## src/hdl/pwt_pkg.sv

```systemverilog
/*
  Shared constants and types for the periodic wakeup timer.
  Assumes a 100 MHz pclk and an 8-bit APB address slice.
*/
package pwt_pkg;

  ////////////////////////////////////////////////////////////////////////////
  // clocking and internal oscillator timing
  localparam int PWT_CLK_PERIOD_NS = 10;
  localparam int PWT_OSC_PERIOD_NS = 1000000;  // about 1 kHz
  localparam int PWT_OSC_CYCLES = PWT_OSC_PERIOD_NS / PWT_CLK_PERIOD_NS;
  localparam int PWT_OSC_CNT_W = 17;
  localparam int PWT_CNT_W = 16;

  ////////////////////////////////////////////////////////////////////////////
  // register map and field positions
  localparam logic [7:0] PWT_CTRL_OFFSET = 8'h00;
  localparam int PWT_FLAG_BIT = 7;
  localparam int PWT_ACK_BIT = 6;
  localparam int PWT_CLKS_BIT = 5;
  localparam int PWT_IE_BIT = 4;
  localparam int PWT_SEL_LSB = 0;
  localparam int PWT_SEL_MSB = 2;

  ////////////////////////////////////////////////////////////////////////////
  // period tables, indexed by delay select; entry 0 means stopped
  localparam logic [15:0] PWT_INT_MS [8] = '{16'h0000, 16'h0008, 16'h0020,
    16'h0040, 16'h0080, 16'h0100, 16'h0200, 16'h0400};
  localparam logic [15:0] PWT_EXT_DIV [8] = '{16'h0000, 16'h0100, 16'h0400,
    16'h0800, 16'h1000, 16'h2000, 16'h4000, 16'h8000};

  // bus phase, one-hot
  typedef enum logic [1:0] {
    PWT_BUS_IDLE = 2'b01,
    PWT_BUS_READY = 2'b10
  } pwt_bus_t;

  typedef struct packed {
    logic flag;
    logic clks;
    logic ie;
    logic [2:0] sel;
    logic [PWT_CNT_W-1:0] cnt;
    pwt_bus_t bus;
    logic [31:0] rdata;
    logic slverr;
    logic irq;
    logic wake;
    logic active;
  } pwt_top_state_t;

  localparam pwt_top_state_t PWT_TOP_RST = '{flag: 1'b0, clks: 1'b0, ie: 1'b0,
    sel: 3'h0, cnt: 16'h0000, bus: PWT_BUS_IDLE, rdata: 32'h0000_0000,
    slverr: 1'b0, irq: 1'b0, wake: 1'b0, active: 1'b0};

  // ticks per timeout for a delay select and clock source
  function automatic logic [15:0] pwt_target(input logic [2:0] sel, input logic clks);
    return clks ? PWT_EXT_DIV[sel] : PWT_INT_MS[sel];
  endfunction : pwt_target

  function automatic logic pwt_hit(input logic [7:0] addr);
    return addr == PWT_CTRL_OFFSET;
  endfunction : pwt_hit

endpackage : pwt_pkg

```

## src/hdl/pwt_sync.sv

```systemverilog
/*
  Three-stage synchroniser with agreement filter and rising-edge pulse.
  Assumes din is asynchronous to pclk and slower than pclk / 4.
*/
`timescale 1ns/100ps
module pwt_sync
  import pwt_pkg::*;
(
  input wire logic pclk,
  input wire logic presetn,
  input wire logic pclk_en,
  input wire logic din,
  output logic level,
  output logic rise
);

  typedef struct packed {
    logic s1;
    logic s2;
    logic s3;
    logic lvl;
    logic rise;
  } pwt_sync_state_t;

  pwt_sync_state_t st_reg, st_next;

  ////////////////////////////////////////////////////////////////////////////
  // s1 feeds only s2; the filter waits for s2 and s3 to agree
  always_comb begin
    st_next = st_reg;
    // the pulse is frozen with the rest, so a tick is not lost in a stall
    if (pclk_en) begin
      st_next.rise = 1'b0;
      st_next.s1 = din;
      st_next.s2 = st_reg.s1;
      st_next.s3 = st_reg.s2;
      if (st_reg.s2 == st_reg.s3) begin
        st_next.lvl = st_reg.s3;
        st_next.rise = st_reg.s3 & ~st_reg.lvl;
      end
    end
  end

  always_ff @(posedge pclk or negedge presetn) begin
    if (!presetn) begin
      st_reg <= '0;
    end else begin
      st_reg <= st_next;
    end
  end

  assign level = st_reg.lvl;
  assign rise = st_reg.rise;

endmodule : pwt_sync

```

## src/hdl/pwt_osc.sv

```systemverilog
/*
  Free-running 1 kHz tick source standing in for the self-clocked oscillator.
  Assumes pclk keeps running; nothing but reset and pclk_en touches it.
*/
`timescale 1ns/100ps
module pwt_osc
  import pwt_pkg::*;
#(
  parameter int TICK_CYCLES = PWT_OSC_CYCLES
)
(
  input wire logic pclk,
  input wire logic presetn,
  input wire logic pclk_en,
  output logic tick
);

  localparam logic [PWT_OSC_CNT_W-1:0] LAST = PWT_OSC_CNT_W'(TICK_CYCLES - 1);

  typedef struct packed {
    logic [PWT_OSC_CNT_W-1:0] cnt;
    logic tick;
  } pwt_osc_state_t;

  pwt_osc_state_t st_reg, st_next;

  ////////////////////////////////////////////////////////////////////////////
  // not gated by source select or stop modes, so it is independent
  always_comb begin
    st_next = st_reg;
    if (pclk_en) begin
      st_next.tick = (st_reg.cnt == LAST);
      st_next.cnt = (st_reg.cnt == LAST) ? '0 : st_reg.cnt + 1'b1;
    end
  end

  always_ff @(posedge pclk or negedge presetn) begin
    if (!presetn) begin
      st_reg <= '0;
    end else begin
      st_reg <= st_next;
    end
  end

  assign tick = st_reg.tick;
endmodule : pwt_osc

```

## src/hdl/pwt_top.sv

```systemverilog
/*
  Periodic wakeup timer: one control/status register on APB, internal
  1 kHz or external clock source, timeout flag, interrupt and stop wake.
  Assumes stop-mode and osc_run_in_stop levels come from pclk-domain logic;
  ext_clk_pin is asynchronous and much slower than pclk.
*/
// Added by the designer: the placing of the registers and the APB register port.
`timescale 1ns/100ps

module pwt_top
  import pwt_pkg::*;
#(
  parameter int OSC_TICK_CYCLES = PWT_OSC_CYCLES
)
(
  input wire logic pclk,
  input wire logic presetn,
  input wire logic pclk_en,
  input wire logic psel,
  input wire logic penable,
  input wire logic pwrite,
  input wire logic [7:0] paddr,
  input wire logic [31:0] pwdata,
  output logic [31:0] prdata,
  output logic pready,
  output logic pslverr,
  input wire logic ext_clk_pin,
  input wire logic osc_run_in_stop,
  input wire logic deep_stop_mode,
  input wire logic light_stop_mode,
  output logic wakeup_irq,
  output logic stop_wake,
  output logic timer_active
);

  pwt_top_state_t st_reg, st_next;

  logic ext_rise;
  logic osc_tick;
  logic bus_done;
  logic wr_hit;
  logic run_ok;
  logic tick_src;
  logic fire;
  logic [PWT_CNT_W-1:0] target;
  logic [PWT_CNT_W-1:0] cnt_inc;
  logic [31:0] rd_word;

  ////////////////////////////////////////////////////////////////////////////
  // tick sources

  // the crystal clock is an asynchronous pin, so it goes through the filter
  pwt_sync pwt_sync_inst (
    .pclk(pclk),
    .presetn(presetn),
    .pclk_en(pclk_en),
    .din(ext_clk_pin),
    .level(),
    .rise(ext_rise)
  );

  pwt_osc #(
    .TICK_CYCLES(OSC_TICK_CYCLES)
  ) pwt_osc_inst (
    .pclk(pclk),
    .presetn(presetn),
    .pclk_en(pclk_en),
    .tick(osc_tick)
  );

  ////////////////////////////////////////////////////////////////////////////
  // bus decode

  // a transfer completes only when pready is seen high in the access phase
  assign bus_done = psel && penable && pready;
  assign wr_hit = bus_done && pwrite && pwt_hit(paddr);

  // read word built from the live fields; bits 6 and 3 and above 7 stay zero
  always_comb begin
    rd_word = 32'h0000_0000;
    rd_word[PWT_FLAG_BIT] = st_reg.flag;
    rd_word[PWT_CLKS_BIT] = st_reg.clks;
    rd_word[PWT_IE_BIT] = st_reg.ie;
    rd_word[PWT_SEL_MSB:PWT_SEL_LSB] = st_reg.sel;
  end

  ////////////////////////////////////////////////////////////////////////////
  // counting

  // external source keeps running in light stop only with the oscillator on
  assign run_ok = !(deep_stop_mode && st_reg.clks)
    && !(light_stop_mode && st_reg.clks && !osc_run_in_stop);
  assign tick_src = st_reg.clks ? ext_rise : osc_tick;
  assign target = pwt_target(st_reg.sel, st_reg.clks);
  assign cnt_inc = st_reg.cnt + 16'h0001;

  // >= rather than == so a shorter select written mid-count still fires soon
  assign fire = pclk_en && (st_reg.sel != 3'h0) && run_ok && tick_src
    && (cnt_inc >= target);

  ////////////////////////////////////////////////////////////////////////////
  // next state

  // everything freezes while pclk_en is low, the bus handshake included
  always_comb begin
    st_next = st_reg;
    if (pclk_en) begin
      // zero select holds the count at zero so a restart begins cleanly
      if (st_reg.sel == 3'h0) begin
        st_next.cnt = 16'h0000;
      end else if (run_ok && tick_src) begin
        st_next.cnt = fire ? 16'h0000 : cnt_inc;
      end

      // acknowledge first, then a timeout in the same cycle wins
      if (wr_hit && pwdata[PWT_ACK_BIT]) begin
        st_next.flag = 1'b0;
      end
      if (fire) begin
        st_next.flag = 1'b1;
      end

      // writable control fields
      if (wr_hit) begin
        st_next.clks = pwdata[PWT_CLKS_BIT];
        st_next.ie = pwdata[PWT_IE_BIT];
        st_next.sel = pwdata[PWT_SEL_MSB:PWT_SEL_LSB];
      end

      // a stop written now clears the count at once, not one edge later
      if (st_next.sel == 3'h0) begin
        st_next.cnt = 16'h0000;
      end

      // read data are caught before the access phase so prdata is a flop
      case (st_reg.bus)
        PWT_BUS_IDLE: begin
          if (psel) begin
            st_next.bus = PWT_BUS_READY;
            st_next.rdata = pwt_hit(paddr) ? rd_word : 32'h0000_0000;
            st_next.slverr = !pwt_hit(paddr);
          end
        end
        PWT_BUS_READY: begin
          if (bus_done || !psel) begin
            st_next.bus = PWT_BUS_IDLE;
          end
        end
        default: begin
          st_next.bus = PWT_BUS_IDLE;
        end
      endcase

      // request held as long as flag and enable are both set
      st_next.irq = st_next.flag && st_next.ie;
      // any stop mode, the deepest included, is left on a timer request
      st_next.wake = st_next.irq && (deep_stop_mode || light_stop_mode);
      st_next.active = (st_next.sel != 3'h0) && run_ok;
    end
  end

  ////////////////////////////////////////////////////////////////////////////
  // state register

  always_ff @(posedge pclk or negedge presetn) begin
    if (!presetn) begin
      st_reg <= PWT_TOP_RST;
    end else begin
      st_reg <= st_next;
    end
  end

  ////////////////////////////////////////////////////////////////////////////
  // outputs

  // zero wait once read data are latched; stretched only by pclk_en
  assign pready = pclk_en && (st_reg.bus == PWT_BUS_READY);
  assign prdata = st_reg.rdata;
  assign pslverr = st_reg.slverr;
  assign wakeup_irq = st_reg.irq;
  assign stop_wake = st_reg.wake;
  assign timer_active = st_reg.active;
endmodule : pwt_top

```

## config.mk

```make
export PLATFORM = sky130hd
export DESIGN_NAME = pwt_top
export DESIGN_NICKNAME = d
export VERILOG_FILES = /design/src/hdl/pwt_pkg.sv /design/src/hdl/pwt_sync.sv /design/src/hdl/pwt_osc.sv /design/src/hdl/pwt_top.sv
export SDC_FILE = /design/constraint.sdc
export NUM_CORES = 1
export LEC_CHECK = 0
export BUFFER_PORTS_ARGS = -buffer_cell sky130_fd_sc_hd__buf_2
export CAP_MARGIN = 20
export CORE_UTILIZATION = 30
export CTS_CLUSTER_DIAMETER = 50
export DETAILED_ROUTE_END_ITERATION = 8
export HOLD_SLACK_MARGIN = 0.15
export SYNTH_ARGS = -nofsm -noshare
export SYNTH_HDL_FRONTEND = slang
export SYNTH_SLANG_ARGS = --single-unit
```

## constraint.sdc

```tcl
create_clock -name pclk -period 4.28 [get_ports pclk]
set_clock_uncertainty 0.1 [all_clocks]
set_input_delay 0.856 -clock pclk [delete_from_list [all_inputs] [get_ports pclk]]
set_output_delay 0.856 -clock pclk [all_outputs]
set_load 0.005 [all_outputs]
```

==> summary.txt, run 1 <==
Outcome
  • Status: finished, final reports clean

Synthesis
  • Ys Warns: 0
  • Register area share after synthesis: 40.4%
  • Synth area leaders: dfrtp_1 40%, buf_4 7.0%, ha_1 5.0%
  • Mapped Area: approximately 3500 µm²
  • Ys async rst share: 100%
  • Yosys top cell area share: between 30 and 40%
  • EDFF count, synth: 0
  • Synth unique cells: 53
  • Count leader, synth: dfrtp_1
  • Post-Syn Instances: 370
  • Flops & latches, synth: 57
  • Top_reg_cell synth: dfrtp_1
  • Syn_area_per_cell: 9.54 µm²
  • Cell taking the most area after synthesis: dfrtp_1
  • Synth top cells by count: 56 x dfrtp_1, 38 x nand2_1, 33 x buf_4

Final layout
  • Largest register FFs: 18
  • Area Overhead vs Synth: 13.6%
  • Antenna Cells: 0
  • FILL cells: 1164
  • Share of layout cells above drive strength 1: 18.5%
  • Area of the multi-input gates: 1840 µm²
  • Nets: 460
  • Register area: 1430 µm²

Worst setup path
  • Reg2Reg Depth: 11
  • Critical-path top delay cell: nand4b_2
  • Worst setup SP type: register
  • Reg2Reg Launch Point: st_reg[40]$_DFFE_PN0P_
  • Worst path max stage delay: approximately 0.51 ns
  • Setup CP Type: register to register
  • CP Max Fanout: 20
  • R2r setup slk: 0.56 ns
  • WP data required: 4.44 ns
  • Critical Path Sink Type: register
  • Reg2reg end: st_reg[46]$_DFFE_PN0P_
  • CP Cell Sequence: nand4_2, nor4_4, nand3_1, xnor2_1, ha_1, a211oi_1, nor2_1, a2111oi_2, nand4b_2, nor3_1, a211o_1
  • Worst Path Arrival: between 3 and 4 ns

Placed design
  • Placement Setup Slack: 0.570 ns
  • Dpl hpwl: 4960 µm
  • PortBufs: 34
  • GPL Wtd Cong: 0.790

Flow run
  • Total of max-cap violations: 0

Floorplanning
  • Die Width: between 100 and 150 µm
  • Core Area: 11400 µm²
  • Effective utilization at floorplan: 30.9%
  • Core Rows: 39
  • DIE AREA: 12200 µm²
  • I/O Pins: 87
  • Die Height: 110 µm

Route
  • Vias: 2590
  • Routed WL: 6750 µm
  • DRC violations left: 0
  • Pre-Repair DR Iteration Count: 4
  • Mean routed wirelength per cell: 12.4 µm
  • DR vias/cell: 4.76
  • Starting DRT DRC Count: 117
  • Post-route ant nets: 0

Global routing
  • Met1 usage: 15.0%
  • Antenna violations before repair: 0
  • Largest net degree at the start of global routing: 30
  • Vias in the first global route: between 2k and 3k
  • Grt met3 use: 3.51%
  • Congestion Overflow GR: 0
  • Global-route wire length before repair: between 10000 and 15000 µm
  • GRT busiest layer: met2
  • GRT met2 Usage: 18.8%
  • Total GRT Usage: 11.6%

Worst hold path
  • Worst hold path class: register to register
  • Hold Path Cell Cnt: 1
  • Hold Startpoint: pwt_osc_inst.st_reg[5]$_DFFE_PN0P_
  • Hold Path End: pwt_osc_inst.st_reg[5]$_DFFE_PN0P_

STA
  • Headroom to the max-slew limit: a little over half
  • Endpoints failing setup: 0
  • Setup ws final: 0.558 ns
  • Final Hold Fails: 0
  • Worst Tran Pin Value: ~0.67 ns
  • Count of pins over their slew limit: 0
  • Final worst path period need: 3.72 ns
  • Ratio of final minimum period to clock period: 87.0%
  • RSZ-0062 raised after global routing: no
  • Final TNS setup: 0 ns
  • Max Fclk: 269 MHz

Clocking
  • Clk root buf: clkbuf_16
  • TritonCTS Sinks: 57
  • TritonCTS clock tree: built
  • CTS clk-pin slew, worst paths: about 0.050 ns
  • Num CTS Buffers: 9
  • Setup repair bufs after CTS: 0
  • Clock buffer depth: 2
  • Clock Latency Late Sink: 0.33 ns
  • Cts hold-fix bufs: 0
  • CTS H-Tree Depth: 3
  • Post-cts sizing count: 0

Pwr
  • Final Total Pwr: between 1.5 and 2 mW
  • Max VDD drop: around 0.24 mV
  • Power Density: 376 nW/µm²
  • Leakage: 1.92 nW
power breakdown:
part / leakage (nW) / internal (mW) / switching (mW) / total (mW)
Clock: 0.155 / 0.541 / 0.243 / 0.784
Sequential: 0.767 / 0.579 / 0.0339 / 0.612
Combinational: 0.998 / 0.0463 / 0.0646 / 0.111
metal layers:
layer,routed length (µm),part of all wire (%)
met4,63,0.93
met1,3280,49
met2,3170,47
met3,230,3.4
met5,0,0
cells by family (layout without fill, tap and decap cells):
logic type	after synthesis	count (layout)	synth area share, %
simple gates	145	145	23.0
compound gates	63	63	12.7
flops	57	57	40.4
buf+inv	57	63	9.96
xor+xnor	23	23	5.71
fa+ha+maj	14	14	4.96
mux	10	10	3.12
other cells	1	26	0.106
worst max path at each step:
stage / startpoint / endpoint / slack (ns)
3_3_place_gp: st_reg[40]$_DFFE_PN0P_ / st_reg[49]$_DFFE_PN0P_ / 0.64
2_1_floorplan: st_reg[44]$_DFFE_PN0P_ / st_reg[49]$_DFFE_PN0P_ / 1.21
5_1_grt: st_reg[40]$_DFFE_PN0P_ / st_reg[49]$_DFFE_PN0P_ / 0.19
3_5_place_dp: st_reg[40]$_DFFE_PN0P_ / st_reg[49]$_DFFE_PN0P_ / 0.57
6_report: st_reg[40]$_DFFE_PN0P_ / st_reg[46]$_DFFE_PN0P_ / 0.56
4_1_cts: st_reg[40]$_DFFE_PN0P_ / st_reg[49]$_DFFE_PN0P_ / 0.56
metrics by stage:
stage          hold WS (ns)  utilization [%]  cells  area (µm²)
2_1_floorplan         0.345                -    395        3620
3_3_place_gp          0.363             32.2    528        3680
3_5_place_dp          0.364             32.2    528        3680
4_1_cts               0.374             35.1    544        4010
5_1_grt               0.404             35.1    544        4010
6_report              0.372             35.1    544        4010
layout make-up:
cell class,instances,area share [%]
inverters,11,1.03
clock inverters,4,1.87
flip-flops and latches,57,35.6
clock buffers,12,6.40
repair buffers,36,4.62
multi-input cells,281,46.0
well taps,143,4.46
cells in the final DEF, fill, tap and decap left out, types with 2 or more instances in the layout:
cell type / Yosys / layout
xor2_1: 9 / 9
o21ai_0: 15 / 15
conb_1: 1 / 26
o21bai_1: 3 / 3
clkbuf_8: 0 / 2
a211o_1: 5 / 5
nor3b_1: 3 / 3
mux2i_1: 2 / 2
o21a_1: 2 / 2
nand3_1: 19 / 19
nor3_1: 14 / 14
mux2_2: 8 / 8
nor2b_1: 8 / 8
bufinv_16: 0 / 2
nand4_1: 8 / 8
nand2b_1: 2 / 2
and4_1: 2 / 2
or2_2: 4 / 4
or3_1: 3 / 3
and3_1: 4 / 4
inv_1: 11 / 11
nand2_1: 38 / 38
o2bb2ai_1: 2 / 2
nor2_1: 23 / 23
a21o_1: 7 / 7
a22o_1: 7 / 7
ha_1: 14 / 14
clkbuf_16: 0 / 9
a32o_1: 3 / 3
and2_1: 2 / 2
o211ai_1: 2 / 2
xnor2_1: 14 / 14
clkinvlp_4: 0 / 2
nor4_4: 3 / 3
buf_2: 5 / 34
buf_4: 33 / 2
a21oi_1: 11 / 11
nand3b_1: 2 / 2
nor4_1: 2 / 2
dfrtp_1: 56 / 56
worst max-delay path: cells and delay by family, from the launching register on:
kind	cells	cell delay, ns
simple gates	6	1.78
fa+ha+maj	1	0.33
xor+xnor	1	0.17
compound gates	3	0.80
flops	1	0.47
Note: power is estimated with default switching activity, not from simulation.
==> run 2, diff against run 1 <==
Settings changed: CELL_PAD_IN_SITES_DETAIL_PLACEMENT from default to 1, CELL_PAD_IN_SITES_GLOBAL_PLACEMENT from default to 1, PLACE_DENSITY_LB_ADDON from default to 0.1.
==> run 2 against run 1 <==
Effect of this change: die area is the same; highest routed layer unchanged; routed wire length grew 18%; worst hold slack gained 0.011 ns; via count grew 2.2%.
==> summary.txt, run 2 (synthesis gave the netlist of run 1 again) <==
Outcome
  • Status: finished, final reports clean (unchanged)

Worst setup path
  • CP Cell Sequence: nand4_2, nor4_4, nand3_1, xnor2_1, ha_1, a211oi_1, nor2_1, a2111oi_2, nand4b_2, buf_4, nor3b_1, a21o_1 (was nand4_2, nor4_4, nand3_1, xnor2_1, ha_1, a211oi_1, nor2_1, a2111oi_2, nand4b_2, nor3_1, a211o_1)
  • Worst setup SP type: register (unchanged)
  • Worst Path Arrival: 3.65 ns (was 3.88 ns)
  • CP top delay family: simple AND/OR/NAND/NOR gates (unchanged)
  • CP Max Fanout: 20 (unchanged)
  • Critical Path Sink Type: register (unchanged)
  • R2r setup slk: 0.80 ns (was 0.56 ns)
  • Worst path max stage delay: 0.47 ns (was 0.51 ns)
  • CP bufs+invs: 1 (was 0)
  • Critical-path top delay cell: dfrtp_1 (was nand4b_2)
  • WP data required: 4.45 ns (was 4.44 ns)
  • Setup CP Type: register to register (unchanged)

STA
  • Headroom to the max-slew limit: 39.8% (was 55.0%)
  • Final Hold Fails: 0 (unchanged)
  • Final worst path period need: 3.48 ns (was 3.72 ns)
  • Final TNS setup: 0 ns (unchanged)
  • Max Fclk: 288 MHz (was 269 MHz)
  • RSZ-0062 raised after global routing: no (unchanged)
  • Endpoints failing setup: 0 (unchanged)
  • Worst Tran Pin Value: 0.903 ns (was 0.670 ns)
  • Ratio of final minimum period to clock period: 81.2% (was 87.0%)
  • Hold slack: 0.383 ns (was 0.372 ns)
  • Count of pins over their slew limit: 0 (unchanged)

Pwr
  • Power Density: 361 nW/µm² (was 376 nW/µm²)
  • Max VDD drop: 0.183 mV (was 0.242 mV)
  • Clock share of power: 49.5% (was 52.0%)
  • Seq pwr share: 42.7% (was 40.6%)
  • Internal power: 1.09 mW (was 1.17 mW)
  • Sw Share: 24.1% (was 22.7%)
  • Net Switching: 347 µW (was 342 µW)
  • Logic pwr share: 7.8% (was 7.4%)
  • Leakage: 1.92 nW (about the same)

Global routing
  • Vias in the first global route: 2836 (was 2511)
  • Antenna violations before repair: 0 (unchanged)
  • Congestion Overflow GR: 0 (unchanged)
  • Grt met3 use: 3.68% (was 3.51%)
  • Global-route wire length before repair: 13900 µm (was 11700 µm)
  • Largest net degree at the start of global routing: 38 (was 30)
  • GRT busiest layer: met2 (unchanged)
  • Met1 usage: 17.6% (was 15.0%)
  • GRT met2 Usage: 23.6% (was 18.8%)
  • Total GRT Usage: 14.2% (was 11.6%)

Flow run
  • Total of max-cap violations: 0 (unchanged)

Final layout
  • Share of layout cells above drive strength 1: 18.4% (was 18.5%)
  • Most common library cell in the layout ignoring fill and taps: dfrtp_1 (unchanged)
  • FILL cells: 1346 (was 1164)
  • Design Area, Final: 3980 µm² (was 4010 µm²)
  • Largest register FFs: 18 (unchanged)
  • Antenna Cells: 0 (unchanged)
  • Area Overhead vs Synth: 12.8% (was 13.6%)
  • Nets: 462 (was 460)
  • Commonest cells after routing, fill and taps aside: 56 x dfrtp_1, 38 x nand2_1, 34 x buf_2 (unchanged)

Floorplanning
  • Core Rows: 39 (unchanged)
  • Die Width: 110 µm (unchanged)
  • Core Area: 11400 µm² (unchanged)
  • I/O Pins: 87 (unchanged)
  • Effective utilization at floorplan: 30.9% (unchanged)
  • Die Height: 110 µm (unchanged)
  • DIE AREA: 12200 µm² (unchanged)

Clocking
  • Clock Latency Late Sink: 0.33 ns (about the same)
  • Num CTS Buffers: 9 (unchanged)
  • Clock buffer depth: 2 (unchanged)
  • Cts hold-fix bufs: 0 (unchanged)
  • CTS H-Tree Depth: 3 (unchanged)
  • Setup repair bufs after CTS: 0 (unchanged)
  • Clk root buf: clkbuf_16 (unchanged)
  • CTS clk-pin slew, worst paths: 0.05 ns (about the same)
  • TritonCTS clock tree: built (unchanged)
  • Post-cts sizing count: 0 (unchanged)
  • TritonCTS Sinks: 57 (unchanged)

Route
  • DRC violations left: 0 (unchanged)
  • Starting DRT DRC Count: 103 (was 117)
  • Vias: 2648 (was 2590)
  • Routed WL: 7990 µm (was 6750 µm)
  • Pre-Repair DR Iteration Count: 4 (unchanged)
  • DR vias/cell: 4.85 (was 4.76)
  • Post-route ant nets: 0 (unchanged)
  • Mean routed wirelength per cell: 14.6 µm (was 12.4 µm)

Placed design
  • PortBufs: 34 (unchanged)
  • Dpl hpwl: 5850 µm (was 4960 µm)
  • GPL Wtd Cong: 0.744 (was 0.790)
  • DP Area: 3690 µm² (was 3680 µm²)

Worst hold path
  • Worst hold path class: register to register (unchanged)
## run 2: changes by cell type in the layout (fill, tap and decap cells not counted)
cell,before,now
bufinv_16,2,1
clkinv_2,0,2
clkinvlp_4,2,0
clkbuf_1,1,3
buf_4,2,4
clkbuf_8,2,1
## run 2: stage by stage
stage               util [%]  setup WS (ns)  power (mW)  std cells
floorplan                  -           1.21       0.703        395
global placement        32.3          0.835       0.733        530
detailed placement      32.3          0.796       0.737        530
CTS                     34.9          0.752        1.46        546
global route            34.9          0.469        1.51        546
finish                  34.9          0.803        1.44        546
## run 2: metal layers
| metal | up-vias | wire length, µm |
|---|---|---|
| li1 | 1301 | - |
| met1 | 1309 | 3750 |
| met2 | 29 | 3880 |
| met3 | 9 | 230 |
| met4 | 0 | 128 |
| met5 | - | 0 |
## run 2: final cells by class
class | instances | area [µm²] | area share [%]
inverter | 11 | 41.3 | 1.04
sequential | 57 | 1430 | 35.8
clock inverter | 3 | 40.0 | 1.01
tap | 143 | 179 | 4.49
timing repair buffer | 38 | 200 | 5.03
clock buffer | 13 | 250 | 6.28
multi-input combinational | 281 | 1840 | 46.3
## run 2: final timing paths
path / start / end / depth (start not counted)
setup / recovery: st_reg[40]$_DFFE_PN0P_ / st_reg[49]$_DFFE_PN0P_ / 12
hold / removal: pwt_osc_inst.st_reg[5]$_DFFE_PN0P_ / pwt_osc_inst.st_reg[5]$_DFFE_PN0P_ / 1
setup reg to reg: st_reg[40]$_DFFE_PN0P_ / st_reg[49]$_DFFE_PN0P_ / 12
hold reg to reg: pwt_osc_inst.st_reg[5]$_DFFE_PN0P_ / pwt_osc_inst.st_reg[5]$_DFFE_PN0P_ / 1
max in group asynchronous: presetn / st_reg[36]$_DFFE_PN1P_ / 2
min in group asynchronous: presetn / st_reg[46]$_DFFE_PN0P_ / 1
## run 2: power by group through the flow
stage                     combinational (mW)  clock, mW  sequential [mW]
final                                  0.112      0.711            0.614
after global routing                   0.133      0.755            0.621
after CTS                              0.114      0.734            0.614
after detailed placement               0.114          0            0.623
after global placement                 0.112          0            0.621
after floorplan                       0.0902          0            0.613
